### src/verilog/ddr_io_pkg.sv
// Constants shared by the DDR pin cell and its testbench.
// Assumes one 125 MHz system clock that samples every I/O clock.
package ddr_io_pkg;
    // ========================================
    // Clocking and rates
    localparam int SYS_CLK_MHZ = 125;
    localparam int MAX_MEM_CLK_MHZ = 200;
    localparam int MAX_PIN_RATE_MBPS = 400;
    localparam int SYNC_STAGES = 2;

    // ========================================
    // Cell modes
    localparam logic [1:0] MODE_INPUT = 2'h0;
    localparam logic [1:0] MODE_OUTPUT = 2'h1;
    localparam logic [1:0] MODE_BIDIR = 2'h2;

    // ========================================
    // Inversion mask bit positions
    localparam int INV_IN_CLK = 0;
    localparam int INV_OUT_CLK = 1;
    localparam int INV_CE_IN = 2;
    localparam int INV_CE_OUT = 3;
    localparam int INV_ACLR = 4;
    localparam int INV_SCLR = 5;
    localparam int INV_OE = 6;
    localparam int INV_STROBE = 7;
    localparam int INV_W = 8;

    // ========================================
    // Banks with strobe phase shift
    localparam logic [3:0] BANK_TOP_A = 4'h3;
    localparam logic [3:0] BANK_TOP_B = 4'h4;
    localparam logic [3:0] BANK_BOT_A = 4'h7;
    localparam logic [3:0] BANK_BOT_B = 4'h8;
endpackage : ddr_io_pkg

### src/verilog/ddr_io_element.sv
// DDR pin I/O cell: two-edge input capture, clock-muxed DDR output, bidir OE.
// Assumes I/O clocks, strobe, pin and clear come from outside; fabric is local.
`timescale 1ns/1ps
`default_nettype none
// Function
// Two input registers capture alternating edges
// Latch aligns both bits to one edge
// Rising edge loads two output registers
// Clock level selects first or second bit
// Bidir mode combines input and output paths
// Falling-edge OE register delays driver turn-on
// Output enable polarity high, optionally low
// Output clock enable high loads registers
// Output clock enable low holds registers
// Every cell input individually invertible; the cell does not invert pin or fabric data
// Strobe capture only in banks 3,4,7,8
// Other banks ignore strobe, use I/O clock
// Up to 200 MHz, 400 Mbps per pin
// Shared clear/preset, programmable power-up level
// Registers also accept synchronous reset
// Output/OE share clock; input separate
// Held outputs keep alternating last pair
module ddr_io_element #(
    parameter int DATA_W = 1,
    parameter bit POWER_UP_HIGH = 1'b0
) (
    input wire logic clk_sys_in,
    input wire logic nrst_in,
    input wire logic [1:0] mode_in,
    input wire logic oe_active_low_in,
    input wire logic align_fall_in,
    input wire logic use_strobe_in,
    input wire logic [3:0] bank_in,
    input wire logic [ddr_io_pkg::INV_W-1:0] invert_in,
    input wire logic io_in_clk_in,
    input wire logic io_out_clk_in,
    input wire logic strobe_in,
    input wire logic [DATA_W-1:0] pin_data_in,
    input wire logic async_clear_or_preset_in,
    input wire logic sync_reset_in,
    input wire logic ce_in_in,
    input wire logic register_clock_enable_in,
    input wire logic oe_in,
    input wire logic [DATA_W-1:0] fab_data_a_in,
    input wire logic [DATA_W-1:0] fab_data_b_in,
    output logic [DATA_W-1:0] cap_a_out,
    output logic [DATA_W-1:0] cap_b_out,
    output logic cap_valid_out,
    output logic [DATA_W-1:0] pin_data_out,
    output logic [DATA_W-1:0] pin_oe_out,
    output logic strobe_active_out
);
    localparam logic [DATA_W-1:0] PU = {DATA_W{POWER_UP_HIGH}};

    initial begin
        if (DATA_W < 1) $error("ddr_io_element: DATA_W must be at least 1");
        if (ddr_io_pkg::MAX_PIN_RATE_MBPS != 2 * ddr_io_pkg::MAX_MEM_CLK_MHZ)
            $error("ddr_io_element: pin rate must be twice memory clock");
    end

    function automatic logic bank_has_shift(input logic [3:0] bank);
        bank_has_shift = (bank == ddr_io_pkg::BANK_TOP_A) || (bank == ddr_io_pkg::BANK_TOP_B) ||
            (bank == ddr_io_pkg::BANK_BOT_A) || (bank == ddr_io_pkg::BANK_BOT_B);
    endfunction : bank_has_shift

    // ========================================
    // Outside signals: sync and inversion
    logic [3:0] lv_sync;
    logic [DATA_W-1:0] pin_s;
    logic in_clk_s;
    logic out_clk_s;
    logic strobe_s;
    logic aclr_s;

    io_level_sync #(.W(4)) u_ctl_sync (
        .clk_sys_in(clk_sys_in),
        .nrst_in(nrst_in),
        .invert_in({invert_in[ddr_io_pkg::INV_ACLR], invert_in[ddr_io_pkg::INV_STROBE],
            invert_in[ddr_io_pkg::INV_OUT_CLK], invert_in[ddr_io_pkg::INV_IN_CLK]}),
        .async_in({async_clear_or_preset_in, strobe_in, io_out_clk_in, io_in_clk_in}),
        .sync_out(lv_sync)
    );

    io_level_sync #(.W(DATA_W)) u_pin_sync (
        .clk_sys_in(clk_sys_in),
        .nrst_in(nrst_in),
        .invert_in('0),
        .async_in(pin_data_in),
        .sync_out(pin_s)
    );

    assign in_clk_s = lv_sync[0];
    assign out_clk_s = lv_sync[1];
    assign strobe_s = lv_sync[2];
    assign aclr_s = lv_sync[3];

    // Fabric-side inversion
    logic ce_in_x;
    logic ce_out_x;
    logic sclr_x;
    logic oe_x;
    assign ce_in_x = ce_in_in ^ invert_in[ddr_io_pkg::INV_CE_IN];
    assign ce_out_x = register_clock_enable_in ^ invert_in[ddr_io_pkg::INV_CE_OUT];
    assign sclr_x = sync_reset_in ^ invert_in[ddr_io_pkg::INV_SCLR];
    assign oe_x = oe_in ^ invert_in[ddr_io_pkg::INV_OE] ^ oe_active_low_in;

    // ========================================
    // Capture clock selection and edges
    logic strobe_ok;
    logic cap_clk;
    logic cap_prev;
    logic out_prev;
    logic cap_rise;
    logic cap_fall;
    logic out_rise;
    logic out_fall;
    logic in_on;
    logic out_on;

    assign strobe_ok = use_strobe_in && bank_has_shift(bank_in);
    assign cap_clk = strobe_ok ? strobe_s : in_clk_s;
    assign cap_rise = cap_clk && !cap_prev;
    assign cap_fall = !cap_clk && cap_prev;
    assign out_rise = out_clk_s && !out_prev;
    assign out_fall = !out_clk_s && out_prev;
    assign in_on = (mode_in == ddr_io_pkg::MODE_INPUT) || (mode_in == ddr_io_pkg::MODE_BIDIR);
    assign out_on = (mode_in == ddr_io_pkg::MODE_OUTPUT) || (mode_in == ddr_io_pkg::MODE_BIDIR);

    always_ff @(posedge clk_sys_in or negedge nrst_in) begin
        if (!nrst_in) begin
            cap_prev <= 1'b0;
            out_prev <= 1'b0;
        end else begin
            cap_prev <= cap_clk;
            out_prev <= out_clk_s;
        end
    end

    always_ff @(posedge clk_sys_in or negedge nrst_in) begin
        if (!nrst_in) begin
            strobe_active_out <= 1'b0;
        end else begin
            strobe_active_out <= strobe_ok;
        end
    end

    // ========================================
    // Input path
    logic [DATA_W-1:0] reg_rise;
    logic [DATA_W-1:0] reg_fall;
    logic [DATA_W-1:0] latch_hi;

    always_ff @(posedge clk_sys_in or negedge nrst_in) begin
        if (!nrst_in) begin
            reg_rise <= PU;
            reg_fall <= PU;
            latch_hi <= PU;
        end else if (aclr_s) begin
            reg_rise <= PU;
            reg_fall <= PU;
            latch_hi <= PU;
        end else if (in_on && ce_in_x && (cap_rise || cap_fall)) begin
            if (sclr_x) begin
                reg_rise <= PU;
                reg_fall <= PU;
                latch_hi <= PU;
            end else if (cap_rise) begin
                reg_rise <= pin_s;
            end else begin
                reg_fall <= pin_s;
                latch_hi <= reg_rise;
            end
        end
    end

    always_ff @(posedge clk_sys_in or negedge nrst_in) begin
        if (!nrst_in) begin
            cap_a_out <= PU;
            cap_b_out <= PU;
            cap_valid_out <= 1'b0;
        end else if (aclr_s) begin
            cap_a_out <= PU;
            cap_b_out <= PU;
            cap_valid_out <= 1'b0;
        end else if (in_on && ce_in_x && !sclr_x && !align_fall_in && cap_rise) begin
            cap_a_out <= latch_hi;
            cap_b_out <= reg_fall;
            cap_valid_out <= 1'b1;
        end else if (in_on && ce_in_x && !sclr_x && align_fall_in && cap_fall) begin
            cap_a_out <= reg_rise;
            cap_b_out <= pin_s;
            cap_valid_out <= 1'b1;
        end else begin
            cap_valid_out <= 1'b0;
        end
    end

    // ========================================
    // Output and OE registers, one clock
    logic [DATA_W-1:0] reg_a;
    logic [DATA_W-1:0] reg_b;
    logic [DATA_W-1:0] oe_reg;
    logic [DATA_W-1:0] oe_neg;
    logic [DATA_W-1:0] next_drive;

    always_ff @(posedge clk_sys_in or negedge nrst_in) begin
        if (!nrst_in) begin
            reg_a <= PU;
            reg_b <= PU;
            oe_reg <= PU;
        end else if (aclr_s) begin
            reg_a <= PU;
            reg_b <= PU;
            oe_reg <= PU;
        end else if (out_rise && ce_out_x) begin
            if (sclr_x) begin
                reg_a <= PU;
                reg_b <= PU;
                oe_reg <= PU;
            end else begin
                reg_a <= fab_data_a_in;
                reg_b <= fab_data_b_in;
                oe_reg <= {DATA_W{oe_x}};
            end
        end
    end

    always_ff @(posedge clk_sys_in or negedge nrst_in) begin
        if (!nrst_in) begin
            oe_neg <= PU;
        end else if (aclr_s) begin
            oe_neg <= PU;
        end else if (out_fall && ce_out_x) begin
            oe_neg <= sclr_x ? PU : oe_reg;
        end
    end

    always_comb begin
        if (mode_in == ddr_io_pkg::MODE_BIDIR) begin
            next_drive = oe_reg & oe_neg;
        end else if (mode_in == ddr_io_pkg::MODE_OUTPUT) begin
            next_drive = oe_reg;
        end else begin
            next_drive = '0;
        end
    end

    always_ff @(posedge clk_sys_in or negedge nrst_in) begin
        if (!nrst_in) begin
            pin_data_out <= PU;
            pin_oe_out <= '0;
        end else begin
            pin_data_out <= out_clk_s ? reg_a : reg_b;
            pin_oe_out <= out_on ? next_drive : '0;
        end
    end
endmodule : ddr_io_element
`default_nettype wire

### src/verilog/io_level_sync.sv
// Inverts and double-flops levels arriving from outside the clock domain.
// Assumes invert controls are static configuration.
`timescale 1ns/1ps
`default_nettype none
module io_level_sync #(
    parameter int W = 1
) (
    input wire logic clk_sys_in,
    input wire logic nrst_in,
    input wire logic [W-1:0] invert_in,
    input wire logic [W-1:0] async_in,
    output logic [W-1:0] sync_out
);
    logic [W-1:0] stage1;

    initial begin
        if (W < 1) $error("io_level_sync: W must be at least 1");
    end

    // ========================================
    // Two-stage synchroniser
    always_ff @(posedge clk_sys_in or negedge nrst_in) begin
        if (!nrst_in) begin
            stage1 <= '0;
            sync_out <= '0;
        end else begin
            stage1 <= async_in;
            sync_out <= stage1 ^ invert_in;
        end
    end
endmodule : io_level_sync
`default_nettype wire
### config.mk
export PLATFORM = sky130hd
export DESIGN_NAME = ddr_io_element
export DESIGN_NICKNAME = d
export VERILOG_FILES = /design/src/verilog/ddr_io_pkg.sv /design/src/verilog/ddr_io_element.sv /design/src/verilog/io_level_sync.sv
export SDC_FILE = /design/constraint.sdc
export NUM_CORES = 1
export LEC_CHECK = 0
export ABC_AREA = 1
export ABC_CLOCK_PERIOD_IN_PS = 2200
export BUFFER_PORTS_ARGS = -buffer_cell sky130_fd_sc_hd__buf_2
export CAP_MARGIN = 20
export CELL_PAD_IN_SITES_DETAIL_PLACEMENT = 1
export CELL_PAD_IN_SITES_GLOBAL_PLACEMENT = 1
export CORE_ASPECT_RATIO = 1.1
export CORE_MARGIN = 3
export CORE_UTILIZATION = 39
export DETAILED_ROUTE_END_ITERATION = 10
export PLACE_DENSITY = 0.83
export SLEW_MARGIN = 15
export SYNTH_ARGS = -nofsm -noshare
export SYNTH_HDL_FRONTEND = slang
export SYNTH_HIERARCHICAL = 1
export SYNTH_SLANG_ARGS = --single-unit
export TNS_END_PERCENT = 5
### constraint.sdc
create_clock -name clk_sys_in -period 2.2 [get_ports clk_sys_in]
set_clock_uncertainty 0.15 [all_clocks]
set_input_delay 0.11 -clock clk_sys_in [delete_from_list [all_inputs] [get_ports clk_sys_in]]
set_output_delay 0.11 -clock clk_sys_in [all_outputs]
set_load 0.01 [all_outputs]
==> metrics.md, run 1 <==
| Metric | Value |
|---|---|
| Min-delay worst type | `input port to flip-flop` |
| Area leader, netlist | `dfrtp_1` |
| IO Pins | `36` |
| Global-route wire length before repair | `5.58 mm` |
| Cells after Synth | `159` |
| Clk slew on worst S/H paths | `0.13 ns` |
| Post-synth top area share | `49.3%` |
| Fin util | `53.9%` |
| Synth cell types | `22` |
| Worst setup SP type | `input port` |
| Clock Tree Root | `clkbuf_4` |
| Most used cell, CP | `nand2_1` |
| Outcome | `finished clean` |
| DR vias | `1169` |
| PortBufs | `35` |
| Synth area leaders | `dfrtp_1 49%, nand2_1 14%, inv_1 8.9%` |
| Final HPWL DP | `2.43 mm` |
| Core box area | `0.00307 mm²` |
| # resized after CTS | `0` |
| Biggest regs | `u_ctl_sync/stage1: 4 flops, u_ctl_sync/sync_out: 4 flops` |
| Clk sinks | `25` |
| Largest net degree at the start of global routing | `26` |
| DRC viols | `0` |
| CP Data Required Time | `2.31 ns` |
| Upper clock frequency limit | `498 MHz` |
| Die X | `60.4 µm` |
| Final Cycle Share | `91.2%` |
| Gr ovfl total | `0` |
| Via density per instance | `4.73` |
| Seq/Total Area, Yosys | `49.3%` |
| Layout Cells excl Fill | `247` |
| CTS tree | `done` |
| Routed len/inst | `13.4 µm` |
| CTS H-Tree Depth | `1` |
| Final Setup Violations | `0` |
| Largest family of logic cells by synthesized area | `simple AND/OR/NAND/NOR gates` |
| Max Cap Viol | `0` |
| Syn avg cell area | `7.99 µm²` |
| Proportion of layout cells with a drive suffix above 1 | `23.5%` |
| Die H | `65.9 µm` |
| Worst skew pair latency | `0.31 ns` |
| Setup TNS Final | `0 ns` |
| Slowest-stage cell, CP | `dlygate4sd3_1` |
| Worst path arrival time | `2.12 ns` |
| Crit-path cells | `dlygate4sd3_1 -> buf_2 -> a21oi_1 -> nand2_1 -> inv_1 -> nand2_1 -> nand2_1 -> ha_1 -> inv_1 -> nor2_1 -> nand4_1 -> nand2_1 -> nand3_1 -> nand2_1` |
| Final GP Congestion | `0.885` |
| Post-DRT Antenna Nets | `0` |
| RSZ-0062 raised after global routing | `no` |
| Clock buffer depth | `2` |
| Slew Viols, Final | `0` |
| Leak pwr | `0.953 nW` |
| Initial Util | `41.3%` |
| Register bit total from synthesis | `25` |
| Setup CP Type | `input port to flip-flop` |
| Initial antenna violation count | `0` |
| DRT iter0 DRCs | `22` |
| Setup bufs post-CTS | `0` |
| Post-synthesis cell area | `0.00127 mm²` |
| Post-synthesis adder-cell area fraction | `4.93%` |
| Largest stage delay, worst path | `0.55 ns` |
| Number of global-route vias before repair | `1343` |
| Largest delay share family, worst path | `simple AND/OR/NAND/NOR gates` |
| Worst path bufs/invs | `4` |
| Pwr Density | `538 mW/mm²` |
| Worst-Margin Slew | `0.548 ns` |
| Syn-to-layout area delta | `30.5%` |
| Post-synthesis mux area share | `0%` |
| Worst Setup End Kind | `flip-flop` |
| Fillers | `387` |
| Total Power | `0.000892 W` |
| Hold-fix buffers, CTS | `14` |
| Max IR drop VDD | `0.455 mV` |
| Row cnt | `21` |
| Number of synthesis warnings | `6` |
| Synth Area in XOR/XNOR | `1.38%` |
| Synth Area in Simple Gates | `28.5%` |
| Max transition margin | `63.5%` |
| Die area | `0.00398 mm²` |
| Fin. Hold Viols | `0` |
| Fin crit period | `2.01 ns` |
| Final WL | `3.30 mm` |
| Total GRT Usage | `18.8%` |
| Placed insts | `229` |
| Nets | `249` |
| Compound-Gate Fraction of Synth Area | `6.21%` |
| Drt first pass iters | `4` |
| Diode count | `0` |
| Inserted Clock Buffers | `3` |
| Critical path peak fanout | `3` |
==> Yosys cell counts <==
cell	number
nand2_1	49
inv_1	30
dfrtp_1	25
nand3_1	12
nor2_1	10
o21ai_0	6
ha_1	5
a21oi_1	3
nand2_2	3
inv_2	2
nand3_2	2
o21ai_1	2
conb_1	1
nand2_4	1
nand4_1	1
nor2_2	1
nor2_4	1
o21ai_4	1
o21bai_1	1
or2_2	1
xnor2_1	1
xor2_1	1
==> area by class of cell <==
type / count / area [µm²] / share of cell area [%]
clock buffer: 4 / 26.3 / 1.58
tap: 34 / 42.5 / 2.57
sequential: 25 / 626 / 37.7
multi-input combinational: 103 / 528 / 31.8
timing repair buffer: 49 / 315 / 19.0
inverter: 32 / 120 / 7.25
==> cell families after synthesis <==
group                    after synthesis
AND/OR/NAND/NOR                       81
buffers and inverters                 32
flip-flops                            25
AO/OA/AOI/OAI                         13
adder cells (fa/ha/maj)                5
XOR/XNOR                               2
other                                  1
==> per-layer routing <==
layer	wire length [µm]	global-route usage (%)	vias to the layer above	share of wire [%]
met4	68	8.40	0	2.1
met5	0	0	-	0
met2	1850	36.1	29	56
li1	-	-	584	-
met1	1260	19.3	548	38
met3	120	2.73	8	3.6
==> cell usage in the layout, fill, tap and decap left out, types with 5 or more instances in the layout <==
| cell type | n |
|---|---|
| buf_2 | 35 |
| dfrtp_1 | 25 |
| dlygate4sd3_1 | 14 |
| ha_1 | 5 |
| inv_1 | 30 |
| nand2_1 | 49 |
| nand3_1 | 12 |
| nor2_1 | 10 |
| o21ai_0 | 6 |
==> worst register-to-register path, cell delays in order, from the launching register on <==
cell     delay (ns)
dfrtp_1        0.36
nand2_1        0.05
nand2_1        0.12
ha_1           0.19
inv_1          0.07
nor2_1         0.17
nand4_1        0.20
nand2_1        0.12
nand3_1        0.08
nand2_1        0.07
==> metrics by stage <==
stage                     setup slack, ns  hold WS [ns]  cell area [µm²]
final                               0.193        0.0231             1660
after global routing               0.0666        0.0219             1660
after CTS                           0.238        0.0138             1660
after detailed placement            0.358       -0.0194             1490
after global placement              0.515       -0.0243             1490
after floorplan                     0.766        -0.336             1270
==> final timing paths <==
| kind | endpoint | slack [ns] | start | cells after the start |
|---|---|---|---|---|
| setup / recovery | cap_a_out$_DFFE_PN0P_ | 0.19 | bank_in[1] | 14 |
| hold / removal | oe_reg$_DFFE_PN0P_ | 0.02 | oe_active_low_in | 5 |
| setup reg to reg | cap_a_out$_DFFE_PN0P_ | 0.59 | u_ctl_sync/sync_out[0]$_DFF_PN0_ | 9 |
| hold reg to reg | out_prev$_DFF_PN0_ | 0.28 | u_ctl_sync/sync_out[1]$_DFF_PN0_ | 0 |
| max in group asynchronous | u_ctl_sync/sync_out[2]$_DFF_PN0_ | 1.40 | nrst_in | 2 |
| min in group asynchronous | u_pin_sync/stage1$_DFF_PN0_ | 0.14 | nrst_in | 2 |
==> power breakdown <==
part	internal [W]	switching (W)	total (W)
Sequential	0.000488	0.0000175	0.000506
Clock	0.0000708	0.000130	0.000201
Combinational	0.0000782	0.000106	0.000185
(Power assumes the default switching activity.)
==> run 2, diff against run 1 <==
Settings changed: RECOVER_POWER set to 100.
==> metrics.md, run 2 (same netlist as run 1, synthesis figures left out) <==
| Metric | Value |
|---|---|
| Nets | `249 (unchanged)` |
| Post-DRT Antenna Nets | `0 (unchanged)` |
| Largest net degree at the start of global routing | `26 (unchanged)` |
| Fin. Hold Viols | `0 (unchanged)` |
| Outcome | `finished clean` |
| Leak pwr | `0.914 nW (-4.1%)` |
| Worst Setup End Kind | `flip-flop` |
| Net Sw Power | `0.000253 W (-0.49%)` |
| RSZ-0062 raised after global routing | `no` |
| Pwr Density | `543 mW/mm² (+0.94%)` |
| Total GRT Usage | `18.8% (unchanged)` |
| Largest stage delay, worst path | `0.55 ns (about the same)` |
| Worst skew pair latency | `0.31 ns (about the same)` |
| Max Cap Viol | `0 (unchanged)` |
| Setup CP Type | `input port to flip-flop` |
| Total Power | `0.000887 W (-0.51%)` |
| Most used cell, CP | `nand2_1` |
| Leading cell type in the layout, fill and taps excluded | `nand2_1` |
| Final GP Congestion | `0.885 (unchanged)` |
| Clock Tree Root | `clkbuf_4` |
| Max transition margin | `12.1% (-51 points)` |
| Die X | `60.4 µm (unchanged)` |
| Routed len/inst | `13.4 µm (+0.45%)` |
| Drt first pass iters | `2 (-2)` |
| Final HPWL DP | `2.43 mm (unchanged)` |
| Slowest-stage cell, CP | `dlygate4sd3_1` |
| Worst Reg-to-Reg Cells | `9 (unchanged)` |
| Clock power share | `22.6% (about the same)` |
| Internal Power | `0.000634 W (-0.51%)` |
| Diode count | `0 (unchanged)` |
| Die area | `0.00398 mm² (unchanged)` |
| CP Data Required Time | `2.31 ns (about the same)` |
| Switching share of power | `28.5% (about the same)` |
| Gr ovfl total | `0 (unchanged)` |
| Row cnt | `21 (unchanged)` |
| Clock buffer depth | `2 (unchanged)` |
| Slew Viols, Final | `0 (unchanged)` |
| Fin crit period | `2.00 ns (-0.00990 ns)` |
| Critical path peak fanout | `3 (unchanged)` |
| Most frequent cells in the layout | `51 x nand2_1, 31 x inv_1, 25 x dfrtp_1` |
| CTS tree | `done` |
| DRC viols | `0 (unchanged)` |
| CTS H-Tree Depth | `1 (unchanged)` |
| DR vias | `1180 (+0.94%)` |
| Inserted Clock Buffers | `3 (unchanged)` |
| Min-delay worst type | `input port to flip-flop` |
| DRT iter0 DRCs | `18 (-18%)` |
| IO Pins | `36 (unchanged)` |
| Final Cycle Share | `90.8% (-0.45 points)` |
| Biggest regs | `u_ctl_sync/stage1: 4 flops, u_ctl_sync/sync_out: 4 flops` |
| Gate power share | `20.3% (-0.4 points)` |
| PortBufs | `35 (unchanged)` |
| Clk slew on worst S/H paths | `0.13 ns (about the same)` |
| Syn-to-layout area delta | `28.7%` |
| Max IR drop VDD | `0.453 mV (-0.43%)` |
| Number of global-route vias before repair | `1343 (unchanged)` |
| Worst setup SP type | `input port` |
| Hold_ws | `0.0229 ns (-0.000183 ns)` |
| Worst-Margin Slew | `1.32 ns (+0.770 ns)` |
| Initial antenna violation count | `0 (unchanged)` |
| Initial Util | `41.3% (unchanged)` |
| Proportion of layout cells with a drive suffix above 1 | `16.4% (-7.0 points)` |
| Die H | `65.9 µm (unchanged)` |
| Setup TNS Final | `0 ns (unchanged)` |
| Final Setup Violations | `0 (unchanged)` |
| Core box area | `0.00307 mm² (unchanged)` |
| Final WL | `3.31 mm (+0.45%)` |
| Clk sinks | `25 (unchanged)` |
| Via density per instance | `4.78 (+0.94%)` |
| Global-route wire length before repair | `5.58 mm (unchanged)` |
| Crit-path cells | `dlygate4sd3_1 -> clkbuf_1 -> a21oi_1 -> nand2_1 -> inv_1 -> nand2_1 -> nand2_1 -> ha_1 -> inv_1 -> o21ai_1 -> nand3_1 -> nor2_4 -> nand3_1 -> nand2_1` |
| Worst path arrival time | `2.11 ns (about the same)` |
| Sequential share of power | `57.0% (+0.3 points)` |
| # resized after CTS | `0 (unchanged)` |
| Hold Path Depth | `5 (unchanged)` |
| Upper clock frequency limit | `501 MHz (+0.50%)` |
## run 2: cell count changes in the layout (fill, tap and decap cells not counted)
cell,change
buf_2,-11
clkbuf_1,+11
inv_1,+1
inv_2,-1
nand2_1,+2
nand2_2,-2
nand3_1,+1
nand3_2,-1
## run 2: path summary, 6_finish.rpt
check                                                 start                               end  slack (ns)
setup reg to reg           u_ctl_sync/sync_out[0]$_DFF_PN0_             cap_a_out$_DFFE_PN0P_        0.59
min in group asynchronous                           nrst_in       u_pin_sync/stage1$_DFF_PN0_        0.44
max in group asynchronous                           nrst_in  u_ctl_sync/sync_out[2]$_DFF_PN0_        0.69
hold / removal                             oe_active_low_in                oe_reg$_DFFE_PN0P_        0.02
setup / recovery                                 bank_in[1]             cap_a_out$_DFFE_PN0P_        0.20
hold reg to reg            u_ctl_sync/sync_out[1]$_DFF_PN0_                out_prev$_DFF_PN0_        0.28
## run 2: area by class of cell
type	instances	area [µm²]
fill	393	1440
sequential	25	626
multi-input combinational	103	518
timing repair buffer	49	302
inverter	32	120
tap	34	42.5
clock buffer	4	26.3
## run 2: what timing repair did
action	4_1_cts	5_1_grt
setup buffers	0	0
hold endpoints to repair	37	0
hold buffers	14	0
## run 2: layer usage
metal  vias to the layer above  global-route usage [%]  wire length (µm)
met1                       557                    19.3              1290
met3                        10                    2.73               124
met4                         0                    8.40                80
li1                        584                       -                 -
met5                         -                       0                 0
met2                        29                    36.1              1820
## run 2: metrics by stage
step                      setup slack, ns  util [%]  area (µm²)  std cells
final                               0.203      53.2        1630        247
after global routing               0.0524      53.2        1630        247
after CTS                           0.238      53.9        1660        247
after detailed placement            0.358      48.5        1490        229
after global placement              0.515      48.5        1490        229
after floorplan                     0.766         -        1270        160
## run 2: power groups by stage
stage	combinational, W	sequential, W	clock, W
after floorplan	0.0000938	0.000512	0
after global placement	0.000152	0.000512	0
after detailed placement	0.000164	0.000514	0
after CTS	0.000185	0.000506	0.000210
after global routing	0.000205	0.000510	0.000226
final	0.000180	0.000506	0.000201
## run 2: worst max-delay path: cells and delay by family
| family | cells | cell delay, ns |
|---|---|---|
| buffers and inverters | 4 | 0.81 |
| and+or+nand+nor | 7 | 0.75 |
| AOI/OAI and AO/OA | 2 | 0.26 |
| adders and majority gates | 1 | 0.19 |
